`config.mk`:
```
export PLATFORM = sky130hd
export DESIGN_NAME = fdcr_top
export DESIGN_NICKNAME = d
export VERILOG_FILES = /design/src/pkg/fdcr_pkg.sv /design/src/hw/fdcr_top.sv
export SDC_FILE = /design/constraint.sdc
export NUM_CORES = 1
export LEC_CHECK = 0
export ABC_CLOCK_PERIOD_IN_PS = 1300
export BUFFER_PORTS_ARGS = -buffer_cell sky130_fd_sc_hd__buf_4
export CAP_MARGIN = 40
export CORE_ASPECT_RATIO = 0.8
export CORE_MARGIN = 1
export CORE_UTILIZATION = 45
export CTS_CLUSTER_DIAMETER = 120
export DETAILED_ROUTE_END_ITERATION = 6
export PLACE_DENSITY_LB_ADDON = 0.12
export SLEW_MARGIN = 20
export SYNTH_ARGS = -nofsm -noshare
export SYNTH_HDL_FRONTEND = slang
export SYNTH_SLANG_ARGS = --single-unit
```
`constraint.sdc`:
```
create_clock -name SYS_CLK -period 1.3 [get_ports SYS_CLK]
set_input_delay 0.26 -clock SYS_CLK [delete_from_list [all_inputs] [get_ports SYS_CLK]]
set_output_delay 0.26 -clock SYS_CLK [all_outputs]
set_load 0.005 [all_outputs]
```
`src/pkg/fdcr_pkg.sv`:
```
package fdcr_pkg;
    localparam logic [7:0] ADDR_DRV_IF  = 8'hF0;
    localparam logic [7:0] ADDR_BOOT_WR = 8'hF1;
    localparam logic [7:0] ADDR_DTYPE   = 8'hF2;
    localparam logic [7:0] ADDR_DRV0X   = 8'hF4;
    localparam logic [7:0] RST_DRV_IF   = 8'h8E;
    localparam logic [7:0] RST_BOOT_WR  = 8'h00;
    localparam logic [7:0] RST_DTYPE    = 8'hFF;
    localparam logic [7:0] RST_DRV0X    = 8'h00;
    localparam logic [7:0] MASK_DRV0X   = 8'h5B;
    localparam logic [7:0] READ_IDLE    = 8'h00;
    localparam int B_PULL_DIS   = 7;
    localparam int B_POL_HIGH   = 6;
    localparam int B_DRV2_N     = 5;
    localparam int B_SWAP       = 4;
    localparam int B_MODE_HI    = 3;
    localparam int B_MODE_LO    = 2;
    localparam int B_NONBURST   = 1;
    localparam int B_THREE_MODE = 0;
    localparam int B_BOOT_HI    = 7;
    localparam int B_BOOT_LO    = 6;
    localparam int B_MEDIA_HI   = 5;
    localparam int B_MEDIA_LO   = 4;
    localparam int B_DENS_HI    = 3;
    localparam int B_DENS_LO    = 2;
    localparam int B_WR_INH     = 1;
    localparam int B_FORCE_WP   = 0;
    localparam int B_PRECOMP_DIS = 6;
    localparam int B_RATE_HI    = 4;
    localparam int B_RATE_LO    = 3;
    localparam int B_D0TYPE_HI  = 1;
    localparam int B_D0TYPE_LO  = 0;
    localparam int B_TAPE_HI    = 5;
    localparam logic [1:0] MODE_COMPACT = 2'h0;
    localparam logic [1:0] MODE_SECOND  = 2'h1;
    localparam logic [1:0] MODE_RSVD    = 2'h2;
    localparam logic [1:0] MODE_AT      = 2'h3;
    localparam logic PIN_IDLE = 1'b1;
    localparam logic [4:0] PIN_IN_IDLE = 5'h1F;
    localparam logic [4:0] RST_CORE_IN = 5'h00;
    localparam logic [7:0] RST_TAPE    = 8'h00;
    localparam logic LEVEL_ON = 1'b1;
    localparam int IN_READ_DATA     = 0;
    localparam int IN_INDEX         = 1;
    localparam int IN_TRACK_ZERO    = 2;
    localparam int IN_DISK_CHANGED  = 3;
    localparam int IN_WRITE_PROTECT = 4;
    typedef enum logic [1:0] {
        DMA_IDLE = 2'b01,
        DMA_GAP  = 2'b10
    } fdcr_dma_t;
endpackage

```
`src/hw/fdcr_top.sv`:
```
`timescale 1ns/1ps
// Behaviour
// Config bit 7 low turns input pull-ups on.
// Config bit 6 sets drive signal polarity.
// Bit 5 low reports second drive, second mode.
// Bit 4 swaps drive and motor selects 0/1.
// Bit 1 picks burst or non-burst DMA.
// Bit 0 selects enhanced three-mode drive operation.
// Media ID bits read back in tape register.
// Write inhibit holds write gate, data high.
// Force bit makes medium always write protected.
// Bits 3..2 select interface mode, 10 reserved.
// Drive type register holds four 2-bit fields.
module fdcr_top (
    input  wire logic       SYS_CLK,
    input  wire logic       ARST_N,
    input  wire logic [7:0] ADDR,
    input  wire logic [7:0] WDATA,
    input  wire logic       WR,
    input  wire logic       RD,
    output logic      [7:0] RDATA,
    input  wire logic [1:0] CORE_DRIVE_SEL,
    input  wire logic [1:0] CORE_MOTOR_ON,
    input  wire logic       CORE_WRITE_GATE,
    input  wire logic       CORE_WRITE_DATA,
    input  wire logic       CORE_DRQ,
    input  wire logic       DMA_ACK,
    input  wire logic [5:0] CORE_TAPE_LOW,
    input  wire logic       READ_DATA_IN,
    input  wire logic       INDEX_IN,
    input  wire logic       TRACK_ZERO_IN,
    input  wire logic       DISK_CHANGED_IN,
    input  wire logic       WRITE_PROTECT_IN,
    output logic      [1:0] DRIVE_SEL_OUT,
    output logic      [1:0] MOTOR_OUT,
    output logic            WRITE_GATE_OUT,
    output logic            WRITE_DATA_OUT,
    output logic            INPUT_PULLUP_EN,
    output logic            CORE_READ_DATA,
    output logic            CORE_INDEX,
    output logic            CORE_TRACK_ZERO,
    output logic            CORE_DISK_CHANGED,
    output logic            CORE_WRITE_PROTECT,
    output logic            SRA_SECOND_DRIVE,
    output logic      [1:0] INTERFACE_MODE,
    output logic            DMA_NONBURST,
    output logic            DMA_REQ,
    output logic            THREE_MODE,
    output logic      [7:0] TAPE_REG_OUT,
    output logic      [1:0] BOOT_DRIVE,
    output logic      [1:0] DENSITY_SELECT,
    output logic      [7:0] DRIVE_TYPES,
    output logic            PRECOMP_DISABLE,
    output logic      [1:0] RATE_TABLE,
    output logic      [1:0] DRIVE0_TYPE
);
    logic [7:0] drv_if;
    logic [7:0] boot_wr;
    logic [7:0] dtype;
    logic [7:0] drv0x;
    logic [7:0] next_drv_if;
    logic [7:0] next_boot_wr;
    logic [7:0] next_dtype;
    logic [7:0] next_drv0x;

    // A write of the reserved mode code keeps the previous mode so the core never sees it.
    // Reserved bits of the drive 0 register are never stored, so they read back as zero.
    always_comb begin
        next_drv_if  = drv_if;
        next_boot_wr = boot_wr;
        next_dtype   = dtype;
        next_drv0x   = drv0x;
        if (WR) begin
            unique case (ADDR)
                fdcr_pkg::ADDR_DRV_IF: begin
                    next_drv_if = WDATA;
                    if (WDATA[fdcr_pkg::B_MODE_HI:fdcr_pkg::B_MODE_LO] == fdcr_pkg::MODE_RSVD) begin
                        next_drv_if[fdcr_pkg::B_MODE_HI:fdcr_pkg::B_MODE_LO] =
                            drv_if[fdcr_pkg::B_MODE_HI:fdcr_pkg::B_MODE_LO];
                    end
                end
                fdcr_pkg::ADDR_BOOT_WR: next_boot_wr = WDATA;
                fdcr_pkg::ADDR_DTYPE:   next_dtype = WDATA;
                fdcr_pkg::ADDR_DRV0X:   next_drv0x = WDATA & fdcr_pkg::MASK_DRV0X;
                default: begin
                end
            endcase
        end
    end

    always_ff @(posedge SYS_CLK or negedge ARST_N) begin
        if (!ARST_N) begin
            drv_if  <= fdcr_pkg::RST_DRV_IF;
            boot_wr <= fdcr_pkg::RST_BOOT_WR;
            dtype   <= fdcr_pkg::RST_DTYPE;
            drv0x   <= fdcr_pkg::RST_DRV0X;
        end else begin
            drv_if  <= next_drv_if;
            boot_wr <= next_boot_wr;
            dtype   <= next_dtype;
            drv0x   <= next_drv0x;
        end
    end

    // Unmapped addresses read as zero, and the data stand for one cycle only.
    logic [7:0] next_rdata;

    always_comb begin
        next_rdata = fdcr_pkg::READ_IDLE;
        if (RD) begin
            unique case (ADDR)
                fdcr_pkg::ADDR_DRV_IF:  next_rdata = drv_if;
                fdcr_pkg::ADDR_BOOT_WR: next_rdata = boot_wr;
                fdcr_pkg::ADDR_DTYPE:   next_rdata = dtype;
                fdcr_pkg::ADDR_DRV0X:   next_rdata = drv0x;
                default:                next_rdata = fdcr_pkg::READ_IDLE;
            endcase
        end
    end

    always_ff @(posedge SYS_CLK or negedge ARST_N) begin
        if (!ARST_N) begin
            RDATA <= fdcr_pkg::READ_IDLE;
        end else begin
            RDATA <= next_rdata;
        end
    end

    logic       pol_high;
    logic       swap;
    logic       wr_inh;
    logic       force_wp;
    logic [4:0] pin_raw;
    logic [4:0] sync_a;
    logic [4:0] sync_b;
    logic [4:0] sync_c;
    logic [4:0] pin_filt;
    logic [4:0] next_sync_a;
    logic [4:0] next_sync_b;
    logic [4:0] next_sync_c;
    logic [4:0] next_pin_filt;

    assign pol_high = drv_if[fdcr_pkg::B_POL_HIGH];
    assign swap     = drv_if[fdcr_pkg::B_SWAP];
    assign wr_inh   = boot_wr[fdcr_pkg::B_WR_INH];
    assign force_wp = boot_wr[fdcr_pkg::B_FORCE_WP];

    // Pins are packed by named positions so the core side picks them out by the same names.
    assign pin_raw[fdcr_pkg::IN_READ_DATA]     = READ_DATA_IN;
    assign pin_raw[fdcr_pkg::IN_INDEX]         = INDEX_IN;
    assign pin_raw[fdcr_pkg::IN_TRACK_ZERO]    = TRACK_ZERO_IN;
    assign pin_raw[fdcr_pkg::IN_DISK_CHANGED]  = DISK_CHANGED_IN;
    assign pin_raw[fdcr_pkg::IN_WRITE_PROTECT] = WRITE_PROTECT_IN;

    // A bit of the filtered level moves only where the two later stages agree.
    // The third stage costs a cycle of latency, but a one-cycle glitch on a pin never reaches the core.
    always_comb begin
        next_sync_a   = pin_raw;
        next_sync_b   = sync_a;
        next_sync_c   = sync_b;
        next_pin_filt = (pin_filt & (sync_b ^ sync_c)) | (sync_c & ~(sync_b ^ sync_c));
    end

    always_ff @(posedge SYS_CLK or negedge ARST_N) begin
        if (!ARST_N) begin
            sync_a   <= fdcr_pkg::PIN_IN_IDLE;
            sync_b   <= fdcr_pkg::PIN_IN_IDLE;
            sync_c   <= fdcr_pkg::PIN_IN_IDLE;
            pin_filt <= fdcr_pkg::PIN_IN_IDLE;
        end else begin
            sync_a   <= next_sync_a;
            sync_b   <= next_sync_b;
            sync_c   <= next_sync_c;
            pin_filt <= next_pin_filt;
        end
    end

    logic [4:0] next_core_in;
    logic [4:0] core_in;

    // Forced protection wins over the pin, whatever the drive reports.
    always_comb begin
        next_core_in = pol_high ? pin_filt : ~pin_filt;
        if (force_wp) begin
            next_core_in[fdcr_pkg::IN_WRITE_PROTECT] = fdcr_pkg::LEVEL_ON;
        end
    end

    always_ff @(posedge SYS_CLK or negedge ARST_N) begin
        if (!ARST_N) begin
            core_in <= fdcr_pkg::RST_CORE_IN;
        end else begin
            core_in <= next_core_in;
        end
    end

    logic [1:0] next_dsel;
    logic [1:0] next_motor;
    logic [1:0] sel_int;
    logic [1:0] mot_int;

    // Swapping acts on the logical levels before polarity, so both settings combine freely.
    always_comb begin
        sel_int    = swap ? {CORE_DRIVE_SEL[0], CORE_DRIVE_SEL[1]} : CORE_DRIVE_SEL;
        mot_int    = swap ? {CORE_MOTOR_ON[0], CORE_MOTOR_ON[1]} : CORE_MOTOR_ON;
        next_dsel  = pol_high ? sel_int : ~sel_int;
        next_motor = pol_high ? mot_int : ~mot_int;
    end

    // The pin side lags the core by one cycle; polarity changes take effect on the next edge.
    always_ff @(posedge SYS_CLK or negedge ARST_N) begin
        if (!ARST_N) begin
            DRIVE_SEL_OUT <= {2{fdcr_pkg::PIN_IDLE}};
            MOTOR_OUT     <= {2{fdcr_pkg::PIN_IDLE}};
        end else begin
            DRIVE_SEL_OUT <= next_dsel;
            MOTOR_OUT     <= next_motor;
        end
    end

    logic next_wgate;
    logic next_wdata;

    // Inhibit holds both write pins high whatever the polarity setting.
    always_comb begin
        next_wgate = pol_high ? CORE_WRITE_GATE : ~CORE_WRITE_GATE;
        next_wdata = pol_high ? CORE_WRITE_DATA : ~CORE_WRITE_DATA;
        if (wr_inh) begin
            next_wgate = fdcr_pkg::PIN_IDLE;
            next_wdata = fdcr_pkg::PIN_IDLE;
        end
    end

    always_ff @(posedge SYS_CLK or negedge ARST_N) begin
        if (!ARST_N) begin
            WRITE_GATE_OUT <= fdcr_pkg::PIN_IDLE;
            WRITE_DATA_OUT <= fdcr_pkg::PIN_IDLE;
        end else begin
            WRITE_GATE_OUT <= next_wgate;
            WRITE_DATA_OUT <= next_wdata;
        end
    end

    assign CORE_READ_DATA     = core_in[fdcr_pkg::IN_READ_DATA];
    assign CORE_INDEX         = core_in[fdcr_pkg::IN_INDEX];
    assign CORE_TRACK_ZERO    = core_in[fdcr_pkg::IN_TRACK_ZERO];
    assign CORE_DISK_CHANGED  = core_in[fdcr_pkg::IN_DISK_CHANGED];
    assign CORE_WRITE_PROTECT = core_in[fdcr_pkg::IN_WRITE_PROTECT];

    fdcr_pkg::fdcr_dma_t dma_state;
    fdcr_pkg::fdcr_dma_t next_dma_state;

    // Non-burst drops the request for one cycle after every acknowledged byte.
    always_comb begin
        next_dma_state = dma_state;
        unique case (dma_state)
            fdcr_pkg::DMA_IDLE: begin
                if (DMA_NONBURST && DMA_ACK) begin
                    next_dma_state = fdcr_pkg::DMA_GAP;
                end
            end
            fdcr_pkg::DMA_GAP: next_dma_state = fdcr_pkg::DMA_IDLE;
            default: next_dma_state = fdcr_pkg::DMA_IDLE;
        endcase
    end

    always_ff @(posedge SYS_CLK or negedge ARST_N) begin
        if (!ARST_N) begin
            dma_state <= fdcr_pkg::DMA_IDLE;
        end else begin
            dma_state <= next_dma_state;
        end
    end

    // The gate is combinational so the request drops in the very cycle after the acknowledge.
    assign DMA_REQ = CORE_DRQ && (dma_state == fdcr_pkg::DMA_IDLE);

    // The media bits reach the tape register two cycles after the write, one cycle after the boot register.
    logic [7:0] next_tape;

    always_comb begin
        next_tape = {boot_wr[fdcr_pkg::B_MEDIA_HI:fdcr_pkg::B_MEDIA_LO], CORE_TAPE_LOW};
    end

    always_ff @(posedge SYS_CLK or negedge ARST_N) begin
        if (!ARST_N) begin
            TAPE_REG_OUT <= fdcr_pkg::RST_TAPE;
        end else begin
            TAPE_REG_OUT <= next_tape;
        end
    end

    // Configuration fields leave the block straight from their register bits.
    assign INPUT_PULLUP_EN  = ~drv_if[fdcr_pkg::B_PULL_DIS];
    assign SRA_SECOND_DRIVE = (INTERFACE_MODE == fdcr_pkg::MODE_SECOND) && !drv_if[fdcr_pkg::B_DRV2_N];
    assign INTERFACE_MODE   = drv_if[fdcr_pkg::B_MODE_HI:fdcr_pkg::B_MODE_LO];
    assign DMA_NONBURST     = drv_if[fdcr_pkg::B_NONBURST];
    assign THREE_MODE       = drv_if[fdcr_pkg::B_THREE_MODE];
    assign BOOT_DRIVE       = boot_wr[fdcr_pkg::B_BOOT_HI:fdcr_pkg::B_BOOT_LO];
    assign DENSITY_SELECT   = boot_wr[fdcr_pkg::B_DENS_HI:fdcr_pkg::B_DENS_LO];
    assign DRIVE_TYPES      = dtype;
    assign PRECOMP_DISABLE  = drv0x[fdcr_pkg::B_PRECOMP_DIS];
    assign RATE_TABLE       = drv0x[fdcr_pkg::B_RATE_HI:fdcr_pkg::B_RATE_LO];
    assign DRIVE0_TYPE      = drv0x[fdcr_pkg::B_D0TYPE_HI:fdcr_pkg::B_D0TYPE_LO];
endmodule // fdcr_top

```
==> impl_metrics.prom <==
# TYPE chip_impl_metric gauge
chip_impl_info{name="library_cell_used_as_clock_root_buffer",value="clkbuf_8"} 1
chip_impl_metric{name="first_pass_iters",unit=""} 4
chip_impl_metric{name="worst_ir_drop_on_vdd",unit="µV"} 805
chip_impl_info{name="final_common_cell",value="buf_4"} 1
chip_impl_info{name="cts_tree",value="built"} 1
chip_impl_metric{name="finalSetupViolCount",unit=""} 3
chip_impl_info{name="crit_type",value="reg -> out"} 1
chip_impl_metric{name="count_of_distinct_cell_types_in_the_synthesized_netlist",unit=""} 35
chip_impl_metric{name="port-buffer-count",unit=""} 89
chip_impl_info{name="crit_slowest_cell",value="dfstp_2"} 1
chip_impl_metric{name="nets",unit=""} 372
chip_impl_metric{name="drv_cap",unit=""} 0
chip_impl_info{name="timing.critical_path.max_delay_family",value="flip-flops"} 1
chip_impl_info{name="gr-max-usage-layer",value="met2"} 1
chip_impl_metric{name="clock_path_buffers",unit=""} 2
chip_impl_metric{name="netSwitchingFraction",unit=""} 0.243
chip_impl_metric{name="drt_iter0_drc",unit=""} 40
chip_impl_metric{name="worstSetupPathDepth",unit=""} 3
chip_impl_metric{name="reg2regPathDepth",unit=""} 3
chip_impl_metric{name="grt_start_max_net_pins",unit=""} 32
chip_impl_metric{name="syn_avg_cell_area",unit="µm²"} 14.8
chip_impl_metric{name="fin_skew",unit="ns"} 0.00549
chip_impl_info{name="mostFrequentLayoutCells",value="buf_4, dfstp_2, dfrtp_1, mux2_2"} 1
chip_impl_metric{name="post_synthesis_to_final_layout_area_growth",unit="%"} 43.0
chip_impl_metric{name="grt_antenna_before_repair",unit=""} 0
chip_impl_metric{name="grt_first_pass_wirelength",unit="µm"} 10100
chip_impl_metric{name="async_flop_share",unit=""} 1.00
chip_impl_info{name="timing.rr.start",value="DRIVE_TYPES[5]$_DFFE_PN1P_"} 1
chip_impl_metric{name="routedWlPerCell",unit="µm"} 14.4
chip_impl_metric{name="seq_power_share",unit=""} 0.554
chip_impl_metric{name="cell_count_post_placement",unit=""} 388
chip_impl_metric{name="wirelength",unit="µm"} 6090
chip_impl_info{name="crit_chain",value="nor2b_4 > and2_4 > buf_6"} 1
chip_impl_metric{name="synthDominantCellAreaShare",unit=""} 0.342
chip_impl_metric{name="cts_max_level",unit=""} 3
chip_impl_info{name="critical_path.startpoint",value="dma_state[0]$_DFFE_PN1P_"} 1
chip_impl_metric{name="vias_per_cell",unit=""} 4.77
chip_impl_info{name="synth_area_leaders",value="dfstp_2, dfrtp_1, mux2_2"} 1
chip_impl_info{name="critical_path_sink_type",value="primary output"} 1
chip_impl_metric{name="gp_congestion",unit=""} 0.782
chip_impl_metric{name="pwr-share-comb",unit=""} 0.118
chip_impl_metric{name="synthesis.area",unit="µm²"} 3000
chip_impl_metric{name="global_route_total_overflow",unit=""} 0
chip_impl_metric{name="finalNonFillerCells",unit=""} 422
chip_impl_metric{name="intPower",unit="mW"} 3.68
chip_impl_metric{name="die_h",unit="µm"} 75.0
chip_impl_metric{name="synth_seq_cells",unit=""} 78
chip_impl_metric{name="biggest_cell_delay_along_the_critical_path",unit="ns"} 0.52
chip_impl_info{name="grt_setup_unrepaired",value="yes"} 1
chip_impl_metric{name="timing.critical_path.required",unit="ns"} 1.04
chip_impl_metric{name="syn_inst",unit=""} 202
chip_impl_metric{name="timing_hold_violations_final",unit=""} 0
chip_impl_metric{name="placement.setup.worst_slack",unit="ns"} -0.231
chip_impl_metric{name="ys.warnings.count",unit=""} 0
chip_impl_metric{name="critical_path_peak_fanout",unit=""} 2
chip_impl_metric{name="setup-tns-final",unit="ns"} -0.378
chip_impl_metric{name="initial_utilization",unit=""} 0.468
chip_impl_info{name="critical_path.reg2reg.endpoint",value="RDATA[5]$_DFF_PN0_"} 1
chip_impl_info{name="synthDominantAreaCellType",value="dfstp_2"} 1
chip_impl_metric{name="detailedPlacementHpwl",unit="µm"} 4370
chip_impl_metric{name="cts-buffers-inserted",unit=""} 9
chip_impl_info{name="timing.critical_path.to",value="DMA_REQ"} 1
chip_impl_metric{name="die_width",unit="µm"} 93.2
chip_impl_metric{name="min_period",unit="ns"} 1.48
chip_impl_info{name="violations",value="setup timing"} 1
chip_impl_metric{name="synth-edff-count",unit=""} 0
chip_impl_metric{name="critical_path.n_buffers_inverters",unit=""} 1
chip_impl_metric{name="rows",unit=""} 26
chip_impl_metric{name="switching_power",unit="mW"} 1.18
chip_impl_metric{name="core_area",unit="µm²"} 6410
chip_impl_metric{name="clkSinkCount",unit=""} 78
chip_impl_metric{name="global_route.usage.met3",unit=""} 0.0677
chip_impl_metric{name="groute.usage.overall",unit=""} 0.197
chip_impl_metric{name="post-route-worst-setup-slack",unit="ns"} -0.182
chip_impl_metric{name="min_period_over_period",unit=""} 1.14
chip_impl_metric{name="pin_count",unit=""} 90
chip_impl_metric{name="synth_fp_nets",unit=""} 241
chip_impl_metric{name="path_clk_slew",unit="ns"} 0.07
chip_impl_metric{name="diodes",unit=""} 0
chip_impl_metric{name="groute.layer.met1.usage",unit=""} 0.253
chip_impl_metric{name="vias_in_the_first_global_route",unit=""} 2049
chip_impl_metric{name="r2r_setup_slack",unit="ns"} 0.19
chip_impl_metric{name="clock_latency",unit="ns"} 0.35
chip_impl_metric{name="clock.fmax",unit="MHz"} 675
chip_impl_metric{name="finish.utilization",unit=""} 0.669
chip_impl_metric{name="slew_violations",unit=""} 0
chip_impl_metric{name="clock_power_share",unit=""} 0.328
chip_impl_metric{name="vias",unit=""} 2015
chip_impl_metric{name="fill_cells",unit=""} 478
chip_impl_metric{name="yosysSeqAreaShare",unit=""} 0.668
chip_impl_metric{name="drc_markers",unit=""} 0
chip_impl_metric{name="ant_nets",unit=""} 0
chip_impl_metric{name="dieArea",unit="µm²"} 6990
chip_impl_metric{name="fraction_of_final_layout_cells_sized_beyond_drive_strength_1",unit=""} 0.633
chip_impl_metric{name="worst_slew_margin_rel",unit=""} 0.766
chip_impl_metric{name="total_leakage_power",unit="nW"} 2.08
chip_impl_metric{name="fin_worst_hold_slack",unit="ns"} 0.138
chip_impl_metric{name="worst-slew-pin-transition",unit="ns"} 0.350
chip_impl_info{name="min-delay-path-class",value="in -> reg"} 1
chip_impl_metric{name="powerDensity",unit="nW/µm²"} 1130
chip_impl_info{name="cp-start-kind",value="flip-flop"} 1
chip_impl_metric{name="crit_arrival",unit="ns"} 1.22
chip_impl_info{name="status",value="finished with violations"} 1
chip_impl_info{name="synth_flop_cell",value="dfstp_2"} 1
chip_impl_metric{name="grtUsageMet2",unit=""} 0.308
[tightest hold or removal path, stage by stage]
cell	delay (ns)
buf_4	0.08
xor2_1	0.05
nand2b_1	0.06
[power groups by stage]
stage	Clock [mW]	Combinational [mW]	Sequential, mW
final	1.59	0.574	2.69
after global routing	1.76	0.630	2.71
after CTS	1.65	0.569	2.69
after detailed placement	0	0.527	2.74
after global placement	0	0.521	2.73
after floorplan	0	0.180	2.72
[per-layer routing]
layer / share of wire / vias up
li1: - / 951
met4: 0.016 / 0
met3: 0.061 / 11
met5: 0 / -
met1: 0.44 / 993
met2: 0.49 / 60
[stage by stage]
stage          power (mW)  area, µm²
3_3_place_gp         3.26       3910
3_5_place_dp         3.26       3910
5_1_grt              5.10       4290
2_1_floorplan        2.90       3000
6_report             4.86       4290
4_1_cts              4.92       4240
[area by class of cell]
class                   count  area, µm²  area share
clock inverters             6       46.3      0.0108
repair buffers            132       1070       0.249
well taps                  84        105      0.0245
multi-input cells         107        918       0.214
flip-flops and latches     78       2000       0.467
clock buffers              10        128      0.0298
inverters                   5       18.8     0.00438
[cell families after synthesis]
| logic type | count (synthesis) | share of synthesized area |
|---|---|---|
| and+or+nand+nor | 36 | 0.0772 |
| AOI/OAI and AO/OA | 15 | 0.0284 |
| muxes | 39 | 0.142 |
| buffers and inverters | 17 | 0.0326 |
| xor gates and xnor gates | 11 | 0.0321 |
| adders and majority gates | 6 | 0.0205 |
| DFF | 78 | 0.668 |
[worst min-delay path by stage]
| stage | from | endpoint | slack (ns) | depth (start not counted) |
|---|---|---|---|---|
| final | CORE_WRITE_DATA | WRITE_DATA_OUT$_DFF_PN1_ | 0.14 | 3 |
| after global routing | CORE_WRITE_DATA | WRITE_DATA_OUT$_DFF_PN1_ | 0.13 | 3 |
| after CTS | CORE_WRITE_DATA | WRITE_DATA_OUT$_DFF_PN1_ | 0.13 | 3 |
| after detailed placement | ARST_N | dma_state[1]$_DFFE_PN0P_ | 0.18 | 1 |
| after global placement | ARST_N | dma_state[1]$_DFFE_PN0P_ | 0.18 | 1 |
| after floorplan | ARST_N | RDATA[0]$_DFF_PN0_ | -0.04 | 0 |
[cell usage after synthesis (all sizes together) (3+ instances only)]
cell    count
nand2b      3
buf        11
xnor2       4
a21oi       6
maj3        6
nand2       4
nand3       4
dfrtp      39
dfstp      39
o21ai       5
nor2b       3
nor2       12
mux2       27
xor2        7
mux2i      12
inv         5
[timing repair]
action,4_1_cts,5_1_grt
endpoints found under the hold margin,24,0
endpoints found under the setup margin,5,10
hold buffers,12,0
setup buffers,3,3
gates resized for setup,4,6
pin swaps,1,1
[sequential cells by signal (all words and copies together) (netlist names), 5 cells and up, named ones only]
name,flops
RDATA,8
TAPE_REG_OUT,8
next_sync_c,5
core_in,5
next_sync_b,5
boot_wr,8
sync_c,5
DRIVE_TYPES,8
drv_if,8
drv0x,5
No activity file was read; power rests on OpenSTA's default activity.
